===== src/slot_gate_consts.vh =====
`ifndef SLOT_GATE_CONSTS_VH
`define SLOT_GATE_CONSTS_VH

// Clock and divider
`define CLK_HZ              25000000
`define PULSE_DIV           4
`define SLOT_COUNT          8
`define SLOT_BITS           3

// Emission mask
`define MASK_RESET          8'hff

// Lock register codes
`define LOCK_CODE           8'hca
`define UNLOCK_CODE         8'h9c

// Primary status layout
`define STAT_RESET_BIT      0
// Configuration layout
`define CFG_CLKOUT_BIT      0
`define CFG_RESET           8'h00

// Timing
`define RESET_BUSY_MS       20
`define READY_LOW_CYCLES    64

`endif


===== src/slot_pulse_gen.v =====
`timescale 1ns/100ps
`default_nettype none
`include "slot_gate_consts.vh"

// Divide-by-four pulse engine with eight mask-gated slots
module slot_pulse_gen (
	input  wire       clk_i,
	input  wire       rst_i,
	input  wire       run_i,
	input  wire [7:0] mask_i,
	output wire       pulse_o,
	output wire [2:0] slot_o,
	output wire       div_clk_o
);
	reg [1:0] div_ff;
	reg [1:0] nxt_div;
	reg       pulse_ff;
	reg [2:0] slot_ff;
	reg       div_clk_ff;

	// ------------------------------------------------------------
	// Divider and slot sequencing
	// ------------------------------------------------------------
	always @* begin
		nxt_div = div_ff + 2'd1;
	end

	// Every half period of the divided clock offers one slot
	always @(posedge clk_i) begin
		if (rst_i || !run_i) begin
			div_ff     <= 2'd0;
			slot_ff    <= 3'd0;
			pulse_ff   <= 1'b0;
			div_clk_ff <= 1'b0;
		end else begin
			div_ff     <= nxt_div;
			div_clk_ff <= nxt_div[1];
			// Mask sampled only at the opportunity, so a pulse never tears
			if (div_ff[0]) begin
				pulse_ff <= mask_i[slot_ff];
				slot_ff  <= slot_ff + 3'd1;
			end else begin
				pulse_ff <= 1'b0;
			end
		end
	end

	// Outputs straight from the flip-flops
	assign pulse_o   = pulse_ff;
	assign slot_o    = slot_ff;
	assign div_clk_o = div_clk_ff;
endmodule
`default_nettype wire


===== src/isolated_supply_ctrl.v =====
// Behaviour
// - Pulse engine runs at input clock over four, one pulse per half period.
// - Eight slots, zero to seven, cycle continuously in order.
// - Mask bit n gates slot n.
// - Mask bit one emits, zero suppresses; mask resets to all ones.
// - Reset-in-progress bit clears about 20 ms after start; host polls it.
// - Writing 0xca to lock protects configuration registers.
// - Data-ready strobe low for 64 input clock cycles on new results.
// - Shared pin defaults to data-ready after reset.
// - Writing 0x9c to lock removes protection.
// - Pin shows data-ready when clock enable is zero, clock otherwise.
`timescale 1ns/100ps
`default_nettype none
`include "slot_gate_consts.vh"

module isolated_supply_ctrl #(
	parameter integer BUSY_CYCLES = `CLK_HZ / 1000 * `RESET_BUSY_MS
) (
	input  wire       clk_i,
	input  wire       rst_i,
	input  wire       mask_wr_i,
	input  wire [7:0] mask_data_i,
	input  wire       cfg_wr_i,
	input  wire [7:0] cfg_data_i,
	input  wire       lock_wr_i,
	input  wire [7:0] lock_data_i,
	input  wire       result_ready_i,
	output wire [7:0] emission_slot_mask_o,
	output wire [7:0] config_o,
	output wire [7:0] primary_status_o,
	output wire       locked_o,
	output wire       clock_or_ready_pin_o,
	output wire       pwm_pulse_o,
	output wire [2:0] slot_o
);
	// Last count of the data-ready strobe; kept as an integer so no bits are lost
	localparam integer READY_LAST = `READY_LOW_CYCLES - 1;

	// ------------------------------------------------------------
	// Internal state
	// ------------------------------------------------------------
	// Start-up timer; 32 bits cover the full 20 ms at any sane clock
	reg        busy_ff;
	reg [31:0] busy_cnt_ff;
	reg        nxt_busy;
	reg [31:0] nxt_busy_cnt;
	// Programmable registers and their protection
	reg [7:0]  mask_ff;
	reg [7:0]  config_ff;
	reg        locked_ff;
	reg [7:0]  nxt_mask;
	reg [7:0]  nxt_config;
	reg        nxt_locked;
	// Lock code decode
	wire       lock_hit;
	wire       unlock_hit;
	wire       writable;
	// Data-ready strobe
	reg        ready_active_ff;
	reg [5:0]  ready_cnt_ff;
	reg        nxt_ready_active;
	reg [5:0]  nxt_ready_cnt;
	wire       ready_last;
	// Shared pin
	reg        pin_ff;
	reg        nxt_pin;
	wire       clk_out_sel;
	wire       div_clk;

	// ------------------------------------------------------------
	// Start-up busy timer
	// ------------------------------------------------------------
	// Count start-up cycles; the count freezes once the flag drops,
	// so a long-running part never wraps back into reset-in-progress
	always @* begin
		nxt_busy     = busy_ff;
		nxt_busy_cnt = busy_cnt_ff;
		if (busy_ff) begin
			if (busy_cnt_ff >= BUSY_CYCLES - 1)
				nxt_busy = 1'b0;
			else
				nxt_busy_cnt = busy_cnt_ff + 32'h0000_0001;
		end
	end

	// Reset-in-progress stays set until the busy count expires
	always @(posedge clk_i) begin
		if (rst_i) begin
			busy_ff     <= 1'b1;
			busy_cnt_ff <= 32'h0000_0000;
		end else begin
			busy_ff     <= nxt_busy;
			busy_cnt_ff <= nxt_busy_cnt;
		end
	end

	// Only reset-in-progress is live; the other status bits read as zero
	assign primary_status_o = {7'h00, busy_ff};

	// ------------------------------------------------------------
	// Configuration registers and protection
	// ------------------------------------------------------------
	// Only the two lock codes move the lock; any other value is ignored,
	// so a stray write cannot half-open the protection
	assign lock_hit   = lock_wr_i && (lock_data_i == `LOCK_CODE);
	assign unlock_hit = lock_wr_i && (lock_data_i == `UNLOCK_CODE);
	// A write in the same cycle as a lock code still sees the old lock state
	assign writable   = !locked_ff;

	// Next values; writes are dropped while locked, lock always writable
	always @* begin
		nxt_locked = locked_ff;
		nxt_mask   = mask_ff;
		nxt_config = config_ff;
		if (lock_hit)
			nxt_locked = 1'b1;
		else if (unlock_hit)
			nxt_locked = 1'b0;
		if (mask_wr_i && writable)
			nxt_mask = mask_data_i;
		if (cfg_wr_i && writable)
			nxt_config = cfg_data_i;
	end

	// Registers come up unlocked, all slots enabled, pin on data-ready
	always @(posedge clk_i) begin
		if (rst_i) begin
			mask_ff   <= `MASK_RESET;
			config_ff <= `CFG_RESET;
			locked_ff <= 1'b0;
		end else begin
			mask_ff   <= nxt_mask;
			config_ff <= nxt_config;
			locked_ff <= nxt_locked;
		end
	end

	// Register copies are the data outputs, straight from flip-flops
	assign emission_slot_mask_o = mask_ff;
	assign config_o             = config_ff;
	assign locked_o             = locked_ff;

	// ------------------------------------------------------------
	// Pulse engine, held idle while reset is in progress
	// ------------------------------------------------------------
	slot_pulse_gen u_pulse (
		.clk_i     (clk_i),
		.rst_i     (rst_i),
		.run_i     (!busy_ff),
		.mask_i    (emission_slot_mask_o),
		.pulse_o   (pwm_pulse_o),
		.slot_o    (slot_o),
		.div_clk_o (div_clk)
	);

	// ------------------------------------------------------------
	// Data-ready strobe and shared pin
	// ------------------------------------------------------------
	// Strobe ends when the counter reaches its last count
	assign ready_last = ({26'd0, ready_cnt_ff} == READY_LAST);

	// Fixed 64-cycle low strobe; a new result during a strobe restarts it,
	// so a host that reacts late still sees one full-length strobe
	always @* begin
		nxt_ready_active = ready_active_ff;
		nxt_ready_cnt    = ready_cnt_ff;
		if (result_ready_i) begin
			nxt_ready_active = 1'b1;
			nxt_ready_cnt    = 6'd0;
		end else if (ready_active_ff) begin
			if (ready_last)
				nxt_ready_active = 1'b0;
			else
				nxt_ready_cnt = ready_cnt_ff + 6'd1;
		end
	end

	// Strobe state
	always @(posedge clk_i) begin
		if (rst_i) begin
			ready_active_ff <= 1'b0;
			ready_cnt_ff    <= 6'd0;
		end else begin
			ready_active_ff <= nxt_ready_active;
			ready_cnt_ff    <= nxt_ready_cnt;
		end
	end

	// Clock output enable picks what the shared pin shows
	assign clk_out_sel = config_ff[`CFG_CLKOUT_BIT];

	// Pin source select; the ready strobe is active low
	always @* begin
		if (clk_out_sel)
			nxt_pin = div_clk;
		else
			nxt_pin = !ready_active_ff;
	end

	// Pin mux registered to keep it glitch free, at one cycle of latency
	always @(posedge clk_i) begin
		if (rst_i)
			pin_ff <= 1'b1;
		else
			pin_ff <= nxt_pin;
	end

	// Pin output straight from its flip-flop
	assign clock_or_ready_pin_o = pin_ff;
endmodule
`default_nettype wire


===== config.mk =====
export PLATFORM = sky130hd
export DESIGN_NAME = isolated_supply_ctrl
export DESIGN_NICKNAME = d
export VERILOG_FILES = /design/src/slot_pulse_gen.v /design/src/isolated_supply_ctrl.v
export VERILOG_INCLUDE_DIRS = /design/src
export SDC_FILE = /design/constraint.sdc
export NUM_CORES = 1
export LEC_CHECK = 0
export BUFFER_PORTS_ARGS = -buffer_cell sky130_fd_sc_hd__buf_4
export CORE_MARGIN = 2
export CORE_UTILIZATION = 50
export CTS_CLUSTER_DIAMETER = 60
export DETAILED_ROUTE_END_ITERATION = 16
export GPL_TIMING_DRIVEN = 0
export MAX_ROUTING_LAYER = met4
export PLACE_DENSITY = 0.79
export SLEW_MARGIN = 20
export SYNTH_ARGS = -nofsm -noshare
export SYNTH_HDL_FRONTEND = slang
export SYNTH_SLANG_ARGS = --single-unit

===== constraint.sdc =====
create_clock -name clk_i -period 2.2 [get_ports clk_i]
set_input_delay 0.44 -clock clk_i [delete_from_list [all_inputs] [get_ports clk_i]]
set_output_delay 0.44 -clock clk_i [all_outputs]
set_load 0.05 [all_outputs]

# [Word-level counts from Yosys, hierarchy flattened]
# Cells that the tools add are included.
[totals] regBits=65 out_inout_bits=30 word_cells=46
[op_classes] n_addsub=4 magnitude_cmp=2 eq_ne=3 muxes=10 bitwise_logic=3 reduce_logical=12
[ops] cell="adder 32 x 1 -> 32 bit (second input constant)" n=1
[ops] cell=">= comparator 32 x 19 -> 1 bit (second input constant)" n=1
[ops] cell="== test 8 bit (second input constant)" n=2
[ops] cell="2-to-1 mux 1 bit" n=9
[ops] cell="adder 6 x 1 -> 6 bit (second input constant)" n=1
[ops] cell="== test 6 bit (second input constant)" n=1
[ops] cell="logical AND 1 bit" n=4
[ops] cell="less-than comparator 3 x 4 -> 1 bit (second input constant)" n=1
[ops] cell="AND reduction 2 bit" n=2
[ops] cell="OR reduction 2 bit" n=2
[ops] cell="adder 3 x 1 -> 3 bit (second input constant)" n=1
[ops] cell="binary-select mux 1 bit (select 3 bit)" n=1
[ops] cell="inverter 1 bit" n=3
[ops] cell="adder 2 x 1 -> 2 bit (second input constant)" n=1
[ops] cell="logical NOT 1 bit" n=2
[ops] cell="nonzero test 2 bit" n=1
[ops] cell="logical OR 1 bit" n=1

# [Logic depth before layout (Yosys ltp)]
[depth] ltp_word=4 depth_mapped=9

# [Cells and area by module]
# From an unflattened synthesis, not the netlist that was laid out.
[hier_totals] cells_unflattened=291 area_unflattened_um2=2716.4
[modules_own_cells] mod="isolated_supply_ctrl" instances=1 cells_each=267 area_each_um2=2443.6 seq_area_each_um2=1161.1
[modules_own_cells] mod="slot_pulse_gen" instances=1 cells_each=24 area_each_um2=272.8 seq_area_each_um2=120.1

# [Worst setup path before layout]
# No wires, ideal clock.
[synth_timing] path_kind="reg-to-reg" from="register busy_cnt_ff[0]" to="register busy_cnt_ff[9]" t_arrival_ns=1.819 required_time_ns=2.130 path_slack_ns=0.311 stages_incl_launch_ff=9 path_buffers=2 synth_period_minus_slack_ns=1.889 cell_sequence="dfxtp_1 -> ha_1 -> and4_1 -> clkbuf_2 -> o211ai_2 -> a21oi_2 -> buf_6 -> or4_1 -> a21oi_1"
[synth_via] elab_chain_len=3
[synth_lines] item="start, declared" line="isolated_supply_ctrl.v:44" text="reg [31:0] busy_cnt_ff;"
[synth_lines] item="start signal, assigned" line="isolated_supply_ctrl.v:93" text="busy_cnt_ff <= nxt_busy_cnt;"
[synth_lines] item=">= comparator 32 x 19 -> 1 bit" line="isolated_supply_ctrl.v:79" text="if (busy_cnt_ff >= BUSY_CYCLES - 1)"
[synth_lines] item="inverter 1 bit (no line)"
[synth_lines] item="AND reduction 2 bit (no line)"
# Several ways; a longest one is shown, not always the timed one.
# A chain may end at the register's enable or synchronous reset.

# [Final worst setup path]
[layout_timing] from="register busy_cnt_ff[0]" to="register busy_ff"
[layout_via] elab_chain_len=3
[layout_lines] item=">= comparator 32 x 19 -> 1 bit" line="isolated_supply_ctrl.v:79"
[layout_lines] item="2-to-1 mux 1 bit" line="isolated_supply_ctrl.v:79"
[layout_lines] item="2-to-1 mux 1 bit" line="isolated_supply_ctrl.v:78" text="if (busy_ff) begin"
[layout_lines] item="end signal, assigned" line="isolated_supply_ctrl.v:92" text="busy_ff <= nxt_busy;"
[layout_lines] item="end, declared" line="isolated_supply_ctrl.v:43" text="reg busy_ff;"
# Every way passes these cells.

==> out/qor.csv <==
stage,metric,value,unit
outcome,status,finished clean,
cts,htreeDepth,3,
critical_path,crit_type,register to register,
floorplanning,rows,26,
sta,setup_violations,0,
cells_and_area,finalNonFillerCells,432,
yosys,yosys_warnings,0,
floorplanning,dieArea,6080,sq um
power_and_ir_drop,p_int,1.84,mW
power_and_ir_drop,p_clk_share,40.3,%
global_route,grt_busiest_layer,met2,
floorplanning,core,5200,sq um
cts,cts_tree,done,
critical_path,r2r_start,busy_cnt_ff[0],
floorplanning,fp.dieW,78.0,microns
cells_and_area,area_growth,26.0,%
critical_path,critical_path_arrival,2.31,ns
cts,clock-root-buffer,clkbuf_8,
route,drt_iter0_markers,156,
place,placed_cells,416,
flow_run,drv_cap,0,
critical_path,crit_path_start,busy_cnt_ff[0],
floorplanning,fp.dieH,78.0,microns
place,place.gp.congestion,0.837,
power_and_ir_drop,power_density,716,nW/um^2
cells_and_area,drive_gt1_share,24.0,%
cts,clockBufferDepth,2,
cts,clkTransAtPathRegs,0.07,ns
sta,fin_crit,2.08,ns
route,antenna_left,0,
yosys,synth_cell_types,42,
yosys,synthDominantCellAreaShare,46.8,%
global_route,grt-ovfl-total,0,
critical_path,critPathCaptureType,register,
sta,finalHoldViolCount,0,
power_and_ir_drop,p_seq_share,48.8,%
route,wire_per_inst,13.3,microns
cells_and_area,final_core_util,66.2,%
power_and_ir_drop,power_switching_share,25.3,%
power_and_ir_drop,p_switching,0.625,mW
floorplanning,start_util,52.6,%
cts,numCtsBuffers,9,
place,dpl.hpwl,4.01,mm
global_route,grt_util_met2,32.7,%
place,place_ws,-0.00358,ns
power_and_ir_drop,vdd_ir_drop_max,0.476,mV
critical_path,cp_max_fo,19,
route,vias,2316,
route,routed_wl,5.73,mm
cts,clock_sinks,64,
route,vias_per_cell,5.36,
global_route,grtUsageMet1,24.5,%
sta,fin_ws,0.117,ns
critical_path,rrSetupSlack,0.12,ns
critical_path,start_kind,register,
sta,worst_slew_pin_slew,0.629,ns
yosys,ys_ff_latch,64,
yosys,synth_area_leader_cell,dfxtp_1,
global_route,grt_max_degree,12,
global_route,grt_use_met3,4.77,%
yosys,seq_area_frac_synth,46.8,%
yosys,netlist_instances,289,
critical_path,required,2.43,ns
sta,slew_violations,0,
place,portBuffers,51,
cells_and_area,final_net_count,390,
min_path,hp-class,input port to register,
sta,timing.fmax,480,MHz
cts,clock_latency,0.34,ns
power_and_ir_drop,power_leakage,1.38,nW
min_path,hold_start,mask_data_i[0],
yosys,syn_area_per_cell,9.47,sq um
floorplanning,io_pins,60,
power_and_ir_drop,combPwrFrac,10.9,%
global_route,grt_pass1_vias,2208,
route,drc,0,
yosys,synth.area.top_cells,"dfxtp_1, nor2b_1, mux2i_1",
cells_and_area,antenna_cells,0,
global_route,grtUsageTotal,20.6,%
route,dr.pass1.iters,5,
yosys,syn_area,2740,sq um
sta,relSlewSlack,57.8,%
sta,skew,0.00827,ns
sta,min_period_over_period,94.7,%
global_route,grt_pass1_wl,9.64,mm
global_route,antenna_found_initial,0,
sta,fin_tns_setup,0,ns
-- stage by stage --
stage                     instance area [sq um]  hold WS [ns]  total power, mW
after CTS                                  3430         0.287             2.48
final                                      3450         0.296             2.47
after global placement                     3230         0.452             1.50
after detailed placement                   3230         0.458             1.50
after floorplan                            2760         0.437             1.41
after global routing                       3450         0.288             2.55
-- cell usage in the layout, fill, tap and decap left out, types with 4 or more instances in the layout --
master	count
buf_4	62
mux2i_1	12
clkbuf_1	14
inv_1	4
nor2_1	28
nand2_1	9
or3_1	5
nand3_1	4
a211o_1	9
and3_1	4
a21oi_1	19
conb_1	7
or4_1	14
clkbuf_8	10
o31ai_1	15
nor2b_1	23
nand4_1	12
dfxtp_1	64
xor2_1	5
-- routing by layer --
| layer | vias to the layer above | wire (microns) |
|---|---|---|
| li1 | 1170 | - |
| met1 | 1063 | 2580 |
| met2 | 70 | 2690 |
| met3 | 13 | 342 |
| met4 | 0 | 114 |
| met5 | - | 0 |
-- layout make-up --
type | instances | area, sq um
Fill cell | 432 | 1760
Sequential cell | 64 | 1280
Clock buffer | 11 | 141
Multi-Input combinational cell | 201 | 1340
Inverter | 4 | 15.0
Clock inverter | 5 | 56.3
Tap cell | 70 | 87.6
Timing Repair Buffer | 53 | 398
Buffer | 24 | 131
-- critical path, stage by stage, from the launching register on --
cell and delay (ns):
dfxtp_1 0.36, ha_1 0.19, and4_1 0.41, o211ai_2 0.14, a21oi_4 0.21, buf_4 0.28, nor2_1 0.09, or2_2 0.29
-- power groups by stage --
stage	logic (mW)	clock network (mW)	registers [mW]
6_report	0.268	0.995	1.21
5_1_grt	0.285	1.06	1.21
4_1_cts	0.271	1.01	1.21
3_5_place_dp	0.270	0	1.23
3_3_place_gp	0.265	0	1.23
2_1_floorplan	0.111	0	1.30
-- flip-flops by register name, indices dropped and copies added (netlist names), 3 cells and up --
register              count
busy_cnt_ff              32
config_o                  8
emission_slot_mask_o      8
ready_cnt_ff              6
u_pulse.slot_o            3
-- Yosys cell counts --
cell type / number
a211o_1: 9
a21o_1: 1
a21oi_1: 19
a21oi_2: 1
a22oi_1: 1
a31oi_1: 2
and2_0: 1
and2_1: 2
and3_1: 4
and4_1: 2
and4bb_2: 1
buf_1: 1
buf_2: 2
buf_4: 8
buf_6: 1
clkbuf_1: 13
clkbuf_2: 1
conb_1: 1
dfxtp_1: 64
ha_1: 3
inv_1: 4
mux2i_1: 12
mux4_2: 2
nand2_1: 9
nand2b_1: 2
nand3_1: 4
nand4_1: 12
nand4b_1: 2
nor2_1: 28
nor2b_1: 23
nor3_1: 1
nor3b_1: 1
nor4_1: 3
nor4b_1: 1
o211ai_2: 1
o21ai_0: 1
o31ai_1: 16
or2_2: 3
or3_1: 5
or4_1: 14
xnor2_1: 3
xor2_1: 5
-- kinds of logic after synthesis --
family          count (synthesis)  share of synthesized area, %
mux                            14                          6.04
other cells                     1                         0.137
buf+inv                        30                          5.62
fa+ha+maj                       3                          1.37
simple gates                  118                          24.7
xor+xnor                        8                          2.56
compound gates                 51                          12.7
flops                          64                          46.8
-- what timing repair did --
action | in CTS | in global routing
hold buffers | 0 | 0
pin swaps | 0 | 2
buffers inserted | 0 | 2
endpoints found under the setup margin | 1 | 11
resized for setup | 1 | 2
-- worst paths after layout --
kind                             endpoint  depth (start not counted)
setup / recovery                  busy_ff                          7
hold / removal    emission_slot_mask_o[0]                          2
setup reg to reg                  busy_ff                          7
hold reg to reg           busy_cnt_ff[21]                          1
No activity file was read; power rests on OpenSTA's default activity.
